File: src/slice_pkg.sv
// Shared constants for the execution slice: opcode fields, status bit
// positions, reset values and the state encodings of the issue control.
// Assumes a 32-bit core whose decode stage hands over whole instruction words.
package slice_pkg;

	// Instruction field positions.
	localparam int OP_HI = 31;
	localparam int OP_LO = 26;
	localparam int RS_HI = 25;
	localparam int RS_LO = 21;
	localparam int RT_HI = 20;
	localparam int RT_LO = 16;
	localparam int RD_HI = 15;
	localparam int RD_LO = 11;
	localparam int SA_HI = 10;
	localparam int SA_LO = 6;
	localparam int FN_HI = 5;
	localparam int FN_LO = 0;
	localparam int CO_BIT = 25;
	localparam int SC_BIT = 5;

	// Major opcodes and function codes.
	localparam logic [5:0] OPC_SPECIAL = 6'h00;
	localparam logic [5:0] OPC_COP0 = 6'h10;
	localparam logic [5:0] OPC_COP1 = 6'h11;
	localparam logic [5:0] OPC_SPECIAL3 = 6'h1F;
	localparam logic [5:0] FN_DIVIDE_U = 6'h1B;
	localparam logic [5:0] FN_MOVE_REM = 6'h10;
	localparam logic [5:0] FN_MOVE_QUOT = 6'h12;
	localparam logic [5:0] FN_EXC_RETURN = 6'h18;
	localparam logic [5:0] FN_PULL = 6'h00;
	localparam logic [5:0] FN_FP_DIV = 6'h03;
	localparam logic [4:0] RS_MISC_CP0 = 5'h0B;

	// Shift-left-logical of r0 into r0 by three places.
	localparam logic [31:0] BARRIER_WORD = 32'h000000C0;

	// Status register bits and reset value.
	localparam int SB_IE = 0;
	localparam int SB_EXL = 1;
	localparam int SB_ERL = 2;
	localparam int SB_BEV = 22;
	localparam logic [31:0] STATUS_RST = 32'h00400004;

	localparam logic [2:0] REV_TWO = 3'h2;
	localparam logic [5:0] DIV_STEPS = 6'h20;

	// Issue control states.
	typedef enum logic [2:0] {
		ST_RUN = 3'b001,
		ST_HOLD = 3'b010,
		ST_DIVW = 3'b100
	} state_t;

	// Operation parked while the divider is busy.
	typedef enum logic [1:0] {
		PEND_NONE = 2'h0,
		PEND_REM = 2'h1,
		PEND_QUOT = 2'h2,
		PEND_DIV = 2'h3
	} pend_t;

endpackage

File: src/div_if.sv
// Link between the issue control and the unsigned divide engine.
// Assumes both ends share sys_clk; start is a single-cycle request.
`timescale 1ns/100ps
`default_nettype none
interface div_if;
	logic start;
	logic [31:0] dividend;
	logic [31:0] divisor;
	logic [31:0] quotient;
	logic [31:0] remainder;
	logic busy;
	modport ctl (output start, dividend, divisor, input quotient, remainder, busy);
	modport eng (input start, dividend, divisor, output quotient, remainder, busy);
endinterface
`default_nettype wire

File: src/udiv_engine.sv
// Iterative unsigned 32-bit divider, one quotient bit per clock.
// Assumes start is only raised while busy is low.
`timescale 1ns/100ps
`default_nettype none
module udiv_engine
	import slice_pkg::*;
(
	input wire logic sys_clk,
	input wire logic rst_b,
	div_if.eng dv
);
	typedef struct packed {
		logic busy;
		logic [5:0] cnt;
		logic [31:0] part;
		logic [31:0] quo;
		logic [31:0] dsr;
		logic [31:0] q_res;
		logic [31:0] r_res;
	} div_st_t;

	div_st_t q;
	div_st_t n;
	logic [32:0] shifted;
	logic [32:0] diff;

	// Restoring division; a zero divisor just runs out its steps, no trap.
	always_comb begin
		n = q;
		shifted = {q.part, q.quo[31]};
		diff = shifted - {1'b0, q.dsr};
		if (dv.start) begin
			n.busy = 1'b1;
			n.cnt = DIV_STEPS;
			n.part = '0;
			n.quo = dv.dividend;
			n.dsr = dv.divisor;
		end else if (q.busy) begin
			if (!diff[32]) begin
				n.part = diff[31:0];
			end else begin
				n.part = shifted[31:0];
			end
			n.quo = {q.quo[30:0], !diff[32]};
			n.cnt = q.cnt - 6'h01;
			if (q.cnt == 6'h01) begin
				n.busy = 1'b0;
				n.q_res = n.quo;
				n.r_res = n.part;
			end
		end
	end

	// State register.
	always_ff @(posedge sys_clk) begin
		if (!rst_b) begin
			q <= '0;
		end else begin
			q <= n;
		end
	end

	assign dv.busy = q.busy;
	assign dv.quotient = q.q_res;
	assign dv.remainder = q.r_res;
endmodule
`default_nettype wire

File: src/exec_slice.sv
// Execution slice of the core: unsigned divide with its result registers,
// execution barrier, interrupt enable, exception return and bit field pull.
// Assumes the pipeline presents one instruction word with its two source
// values per cycle and holds it until issue_ready is seen high.
`timescale 1ns/100ps
`default_nettype none
module exec_slice
	import slice_pkg::*;
(
	input wire logic sys_clk,
	input wire logic rst_b,
	input wire logic issue_valid,
	input wire logic [31:0] issue_instr,
	input wire logic [31:0] src_rs,
	input wire logic [31:0] src_rt,
	input wire logic cp0_usable,
	input wire logic [2:0] arch_rev,
	input wire logic [1:0] isa_support_field,
	input wire logic compressed_impl,
	input wire logic hazard_pending,
	input wire logic [5:0] fpu_div_flags,
	input wire logic status_wr,
	input wire logic [31:0] status_wr_data,
	input wire logic [31:0] exc_return_pc,
	input wire logic [31:0] err_return_pc,
	input wire logic [3:0] previous_shadow_set,
	input wire logic [3:0] highest_shadow_set,
	input wire logic load_linked,
	output logic issue_ready,
	output logic gpr_wr,
	output logic [4:0] gpr_wr_idx,
	output logic [31:0] gpr_wr_data,
	output logic [31:0] quotient_reg,
	output logic [31:0] remainder_reg,
	output logic [31:0] status_reg,
	output logic [3:0] current_shadow_set,
	output logic compressed_isa_mode,
	output logic link_flag,
	output logic pc_redirect,
	output logic [31:0] pc_target,
	output logic clear_exec_hazard,
	output logic clear_instr_hazard,
	output logic solo_issue,
	output logic cop_unusable,
	output logic reserved_instr,
	output logic fp_raise,
	output logic [5:0] fp_flags
);
	typedef struct packed {
		state_t st;
		pend_t pend;
		logic [4:0] pidx;
		logic [31:0] pa;
		logic [31:0] pb;
		logic rdy;
		logic wr;
		logic [4:0] widx;
		logic [31:0] wdata;
		logic [31:0] status;
		logic [3:0] css;
		logic isa;
		logic llf;
		logic redir;
		logic [31:0] tgt;
		logic clr_ex;
		logic clr_in;
		logic solo;
		logic cpu_exc;
		logic ri;
		logic fpr;
		logic [5:0] fpf;
	} slice_st_t;

	localparam slice_st_t RST_ST = '{
		st: ST_RUN,
		pend: PEND_NONE,
		rdy: 1'b1,
		status: STATUS_RST,
		default: '0
	};

	div_if dv ();

	slice_st_t q;
	slice_st_t n;
	logic take;
	logic [5:0] opc;
	logic [5:0] fn;
	logic [4:0] rs_f;
	logic [4:0] rt_f;
	logic [4:0] rd_f;
	logic [4:0] msbd;
	logic [4:0] lsb;
	logic [31:0] ret_pc;
	logic [31:0] field_mask;
	logic dv_start;
	logic [31:0] dv_a;
	logic [31:0] dv_b;

	// Divide engine; its result registers are the quotient and remainder.
	udiv_engine u_div (
		.sys_clk(sys_clk),
		.rst_b(rst_b),
		.dv(dv.eng)
	);

	assign dv.start = dv_start;
	assign dv.dividend = dv_a;
	assign dv.divisor = dv_b;

	// Instruction field split.
	assign take = issue_valid & q.rdy;
	assign opc = issue_instr[OP_HI:OP_LO];
	assign fn = issue_instr[FN_HI:FN_LO];
	assign rs_f = issue_instr[RS_HI:RS_LO];
	assign rt_f = issue_instr[RT_HI:RT_LO];
	assign rd_f = issue_instr[RD_HI:RD_LO];
	assign msbd = issue_instr[RD_HI:RD_LO];
	assign lsb = issue_instr[SA_HI:SA_LO];
	assign field_mask = 32'hFFFFFFFF >> (5'h1F - msbd);

	// Return address chosen by the error level.
	assign ret_pc = q.status[SB_ERL] ? err_return_pc : exc_return_pc;

	// Next-state logic of the whole slice.
	always_comb begin
		n = q;
		n.wr = 1'b0;
		n.redir = 1'b0;
		n.clr_ex = 1'b0;
		n.clr_in = 1'b0;
		n.solo = 1'b0;
		n.cpu_exc = 1'b0;
		n.ri = 1'b0;
		n.fpr = 1'b0;
		dv_start = 1'b0;
		dv_a = src_rs;
		dv_b = src_rt;
		if (status_wr) begin
			n.status = status_wr_data;
		end
		unique case (q.st)
			ST_RUN: begin
				if (take) begin
					if (issue_instr == BARRIER_WORD) begin
						// Stop issue; only execution hazards are waited on.
						n.st = ST_HOLD;
						n.rdy = 1'b0;
						n.solo = 1'b1;
					end else if (opc == OPC_SPECIAL && fn == FN_DIVIDE_U) begin
						// No exception path exists for any operand pair.
						if (dv.busy) begin
							n.st = ST_DIVW;
							n.rdy = 1'b0;
							n.pend = PEND_DIV;
							n.pa = src_rs;
							n.pb = src_rt;
						end else begin
							dv_start = 1'b1;
						end
					end else if (opc == OPC_SPECIAL && fn == FN_MOVE_REM) begin
						if (dv.busy) begin
							n.st = ST_DIVW;
							n.rdy = 1'b0;
							n.pend = PEND_REM;
							n.pidx = rd_f;
						end else begin
							n.wr = (rd_f != 5'h00);
							n.widx = rd_f;
							n.wdata = dv.remainder;
						end
					end else if (opc == OPC_SPECIAL && fn == FN_MOVE_QUOT) begin
						if (dv.busy) begin
							n.st = ST_DIVW;
							n.rdy = 1'b0;
							n.pend = PEND_QUOT;
							n.pidx = rd_f;
						end else begin
							n.wr = (rd_f != 5'h00);
							n.widx = rd_f;
							n.wdata = dv.quotient;
						end
					end else if (opc == OPC_COP0 && !issue_instr[CO_BIT]
						&& rs_f == RS_MISC_CP0 && issue_instr[SC_BIT]) begin
						if (arch_rev < REV_TWO) begin
							n.ri = 1'b1;
						end else if (!cp0_usable) begin
							n.cpu_exc = 1'b1;
						end else begin
							// Old status out and enable set in the same edge.
							n.wr = (rt_f != 5'h00);
							n.widx = rt_f;
							n.wdata = q.status;
							n.status[SB_IE] = 1'b1;
						end
					end else if (opc == OPC_COP0 && issue_instr[CO_BIT]
						&& fn == FN_EXC_RETURN) begin
						if (!cp0_usable) begin
							n.cpu_exc = 1'b1;
						end else begin
							if (q.status[SB_ERL]) begin
								n.status[SB_ERL] = 1'b0;
							end else begin
								n.status[SB_EXL] = 1'b0;
								if (arch_rev >= REV_TWO && highest_shadow_set != 4'h0
									&& !q.status[SB_BEV]) begin
									n.css = previous_shadow_set;
								end
							end
							if (compressed_impl || isa_support_field != 2'h0) begin
								n.tgt = {ret_pc[31:1], 1'b0};
								n.isa = ret_pc[0];
							end else begin
								n.tgt = ret_pc;
							end
							// Redirect on the next cycle; issue_ready stays high, so a following word can still be taken.
							n.redir = 1'b1;
							n.clr_ex = 1'b1;
							n.clr_in = 1'b1;
							n.llf = 1'b0;
						end
					end else if (opc == OPC_SPECIAL3 && fn == FN_PULL) begin
						if (arch_rev < REV_TWO) begin
							n.ri = 1'b1;
						end else begin
							n.wr = (rt_f != 5'h00);
							n.widx = rt_f;
							n.wdata = (src_rs >> lsb) & field_mask;
						end
					end else if (opc == OPC_COP1 && fn == FN_FP_DIV) begin
						// Capture the divider's condition flags for the FPU.
						n.fpr = 1'b1;
						n.fpf = fpu_div_flags;
					end
				end
			end
			ST_HOLD: begin
				// Resume once the pipeline reports no execution hazard.
				if (!hazard_pending) begin
					n.st = ST_RUN;
					n.rdy = 1'b1;
					n.clr_ex = 1'b1;
				end
			end
			ST_DIVW: begin
				// Interlock: finish the parked operation once the divider idles.
				if (!dv.busy) begin
					n.st = ST_RUN;
					n.rdy = 1'b1;
					n.pend = PEND_NONE;
					if (q.pend == PEND_DIV) begin
						dv_start = 1'b1;
						dv_a = q.pa;
						dv_b = q.pb;
					end else begin
						n.wr = (q.pidx != 5'h00);
						n.widx = q.pidx;
						if (q.pend == PEND_REM) begin
							n.wdata = dv.remainder;
						end else begin
							n.wdata = dv.quotient;
						end
					end
				end
			end
		endcase
		// A new linked load wins over a clear in the same cycle.
		if (load_linked) begin
			n.llf = 1'b1;
		end
	end

	// State register.
	always_ff @(posedge sys_clk) begin
		if (!rst_b) begin
			q <= RST_ST;
		end else begin
			q <= n;
		end
	end

	// Outputs straight from the state register; quotient_reg and remainder_reg straight from the divider's result registers.
	assign issue_ready = q.rdy;
	assign gpr_wr = q.wr;
	assign gpr_wr_idx = q.widx;
	assign gpr_wr_data = q.wdata;
	assign quotient_reg = dv.quotient;
	assign remainder_reg = dv.remainder;
	assign status_reg = q.status;
	assign current_shadow_set = q.css;
	assign compressed_isa_mode = q.isa;
	assign link_flag = q.llf;
	assign pc_redirect = q.redir;
	assign pc_target = q.tgt;
	assign clear_exec_hazard = q.clr_ex;
	assign clear_instr_hazard = q.clr_in;
	assign solo_issue = q.solo;
	assign cop_unusable = q.cpu_exc;
	assign reserved_instr = q.ri;
	assign fp_raise = q.fpr;
	assign fp_flags = q.fpf;
endmodule
`default_nettype wire

File: config.mk
export PLATFORM = sky130hd
export DESIGN_NAME = exec_slice
export DESIGN_NICKNAME = d
export VERILOG_FILES = /design/src/slice_pkg.sv /design/src/div_if.sv /design/src/udiv_engine.sv /design/src/exec_slice.sv
export SDC_FILE = /design/constraint.sdc
export NUM_CORES = 1
export LEC_CHECK = 0
export ABC_AREA = 1
export BUFFER_PORTS_ARGS = -buffer_cell sky130_fd_sc_hd__buf_2
export CORE_ASPECT_RATIO = 1.75
export CORE_MARGIN = 1.5
export CORE_UTILIZATION = 45
export CTS_CLUSTER_DIAMETER = 40
export CTS_CLUSTER_SIZE = 20
export DETAILED_ROUTE_END_ITERATION = 12
export PLACE_DENSITY = 0.64
export RECOVER_POWER = 100
export REMOVE_ABC_BUFFERS = 1
export SLEW_MARGIN = 20
export SYNTH_ARGS = -nofsm -noshare
export SYNTH_HDL_FRONTEND = slang
export SYNTH_HIERARCHICAL = 1
export SYNTH_SLANG_ARGS = --single-unit
File: constraint.sdc
create_clock -name sys_clk -period 5.8 [get_ports sys_clk]
set_clock_uncertainty 0.15 [all_clocks]
set_input_delay 0.29 -clock sys_clk [delete_from_list [all_inputs] [get_ports sys_clk]]
set_output_delay 0.29 -clock sys_clk [all_outputs]
set_load 0.005 [all_outputs]
==> summary.md <==
| Metric | Value |
|---|---|
| RePlAce Congestion | 0.977 |
| Top flop regs | u_div/q: 102 flops, q: 74 flops |
| Iteration-0 DRC count of the detailed router | 2019 |
| Status | finished with violations |
| CTS max path bufs | 3 |
| CTS buffer count | 44 |
| Final hold vios | 0 |
| Post-synth top cells | 1015 x nand2_1, 550 x nor2_1, 475 x inv_1 |
| Core Box Area | 52400 um2 |
| Post-synth top area cell | dfxtp_1 |
| Failing checks | capacitance limit, slew limit |
| # DRC | 0 |
| Final core utilization | 0.532 |
| Sequential share of the synthesized area | 0.303 |
| CTS clk-pin slew, worst paths | 80 ps |
| Initial antenna violation count | 0 |
| Critical path data arrival time | 5060 ps |
| CP Data Required Time | 6190 ps |
| Nets | 4439 |
| Final count of pins violating max slew | 277 |
| Tot Pwr | 6.33 mW |
| Post-CTS Setup Bufs | 0 |
| Number of synthesized flops with an enable pin | 0 |
| Final setup vio count | 0 |
| HP Class | in2reg |
| Avg Inst Size Synth | 6.13 um2 |
| Die Wd | 177 um |
| Die ar. | 54500 um2 |
| Root buffer cell | clkbuf_16 |
| Synthesis-to-layout area growth | 16.7% |
| Hold_ws | 32.4 ps |
| Count leader, synth | nand2_1 |
| Total grt overflow | 0 |
| Htree depth | 2 |
| #FFs+latches synth | 362 |
| Largest net degree at the start of global routing | 98 |
| I/O pin total | 405 |
| Total of max-cap violations | 7 |
| Via count | 25652 |
| Placed cells | 4630 |
| DIE HEIGHT | 308 um |
| Max Freq | 214 MHz |
| Clk sinks | 362 |
| Slew HR | -0.626 |
| Yosys warns | 6 |
| First-pass GRT wire length | 138000 um |
| GRT Total Usage | 0.332 |
| Placement Rows | 111 |
| Post-Layout Cell Count | 4897 |
| Port Buffer Count | 403 |
| CP Max Fanout | 37 |
| Setup CP Type | in2reg |
| Vias in the first global route | 24011 |
| Post-Syn Area | 23900 um2 |
| Pwr/cell area | 227 nW/um2 |
| TritonRoute pass-1 iters | 6 |
| Period utilisation layout | 0.806 |
| Share of post-route cells with drive strength above 1 | 0.110 |
| Gate Count Post-Synth | 3897 |
| CTS tree | yes |
| Async set-reset flop share out of synthesis | 0 |
| DP Wirelength | 67200 um |
| Clk_lat worst skew | 590 ps |
| Largest register FFs | 102 |
| Fin crit period | 4680 ps |
| Post-CTS resize count | 0 |
| Number of vias per cell | 5.24 |
| Synth cell types | 50 |
| Unrepaired setup endpoints after global routing | no |
| Tightest Pin Transition | 2430 ps |
| Top reg by flops | u_div/q |
| Share of the synthesized area in the top cell type | 0.303 |
| Synth top area cells | dfxtp_1 30%, nand2_1 16%, nor2_1 8.6% |
| Pleak | 13.4 nW |
| Critical Path Sink Type | flip-flop |
| Initial Util | 0.456 |
| CP Launch Type | input pin |
| Detail Route Antenna Nets | 0 |
| Average wire per standard cell | 18.9 um |
| Worst vdd ir | 0.179 mV |
| WL final | 92700 um |
| Top FF cell, synth | dfxtp_1 |
==> routing by layer <==
layer	up-vias	track usage	routed length (um)
li1	12742	-	-
met1	11643	0.356	33900
met2	990	0.594	46600
met3	277	0.0401	4880
met4	0	0.239	7290
met5	-	0	0
==> critical path, cell delays in order <==
cell and delay, ps:
dlygate4sd3_1 550, buf_2 210, nor2_4 160, nand2_1 130, nor2_1 220, and3_4 250
nand2_1 160, nand2_1 230, o21ai_0 110, buf_4 270, nor2_1 1850, a22oi_1 220
nand2_1 170, nand2_1 60, inv_1 70
==> kinds of logic (layout without fill, tap and decap cells) <==
group                    count (synthesis)  in the layout  share of synthesized area
buffers and inverters                  873           1194                      0.173
other                                    0              1                          0
adder cells (fa/ha/maj)                 35             35                     0.0187
flip-flops                             362            362                      0.303
AND/OR/NAND/NOR                       2081           2081                      0.363
XOR/XNOR                                17             17                    0.00623
multiplexers                             1              1                   0.000419
AO/OA/AOI/OAI                          528            528                      0.135
==> cell usage in the layout, fill, tap and decap left out, types with 5 or more instances in the layout <==
cell / n
nand4_1: 20
nand3_2: 14
clkbuf_16: 45
a31oi_1: 31
clkbuf_1: 141
dfxtp_1: 361
xor2_1: 14
nand3b_1: 5
nor2_1: 549
a211oi_1: 29
a22oi_1: 18
nor2_2: 7
nand2_1: 1023
nor3_1: 30
o21bai_1: 6
inv_1: 479
clkinv_4: 7
ha_1: 34
buf_2: 264
clkinv_8: 5
a21oi_1: 142
buf_4: 20
inv_6: 10
nand3_1: 409
a211oi_2: 44
o21ai_0: 244
nor2_4: 6
inv_2: 14
dlygate4sd3_1: 187
==> final timing paths <==
check | startpoint | to | slack, ps | depth (start not counted)
min | issue_instr[25] | pc_redirect$_SDFF_PP0_ | 30 | 3
min reg2reg | fp_flags[3]$_SDFFE_PN0P_ | fp_flags[3]$_SDFFE_PN0P_ | 310 | 2
max reg2reg | u_div/dv.busy$_SDFF_PN0_ | u_div/q[103]$_SDFFE_PN0P_ | 1340 | 9
max | issue_instr[14] | u_div/q[103]$_SDFFE_PN0P_ | 1120 | 15
==> layout make-up <==
cell class / count / area [um2]
timing repair buffer: 616 / 3920
antenna: 1 / 2.50
inverter: 499 / 1880
fill: 5521 / 24500
tap: 678 / 848
sequential: 362 / 7250
clock inverter: 32 / 409
clock buffer: 47 / 1130
multi-input combinational: 2662 / 12400
==> through the flow <==
stage	setup TNS (ps)	setup WS (ps)	instance area, um2
3_3_place_gp	0	2040	24800
4_1_cts	0	2020	28200
2_1_floorplan	-681760	-6890	21600
5_1_grt	0	929	27900
6_report	0	1120	27900
3_5_place_dp	0	2080	24800
==> power by group <==
group / internal, mW / switching (mW)
Clock: 1.63 / 1.31
Combinational: 0.283 / 0.545
Sequential: 2.53 / 0.0333
==> timing repair <==
action	CTS	global route
endpoints found under the hold margin	181	0
hold buffers	187	0
setup endpoints to repair	0	0
Power figures use the tool's default switching activity.
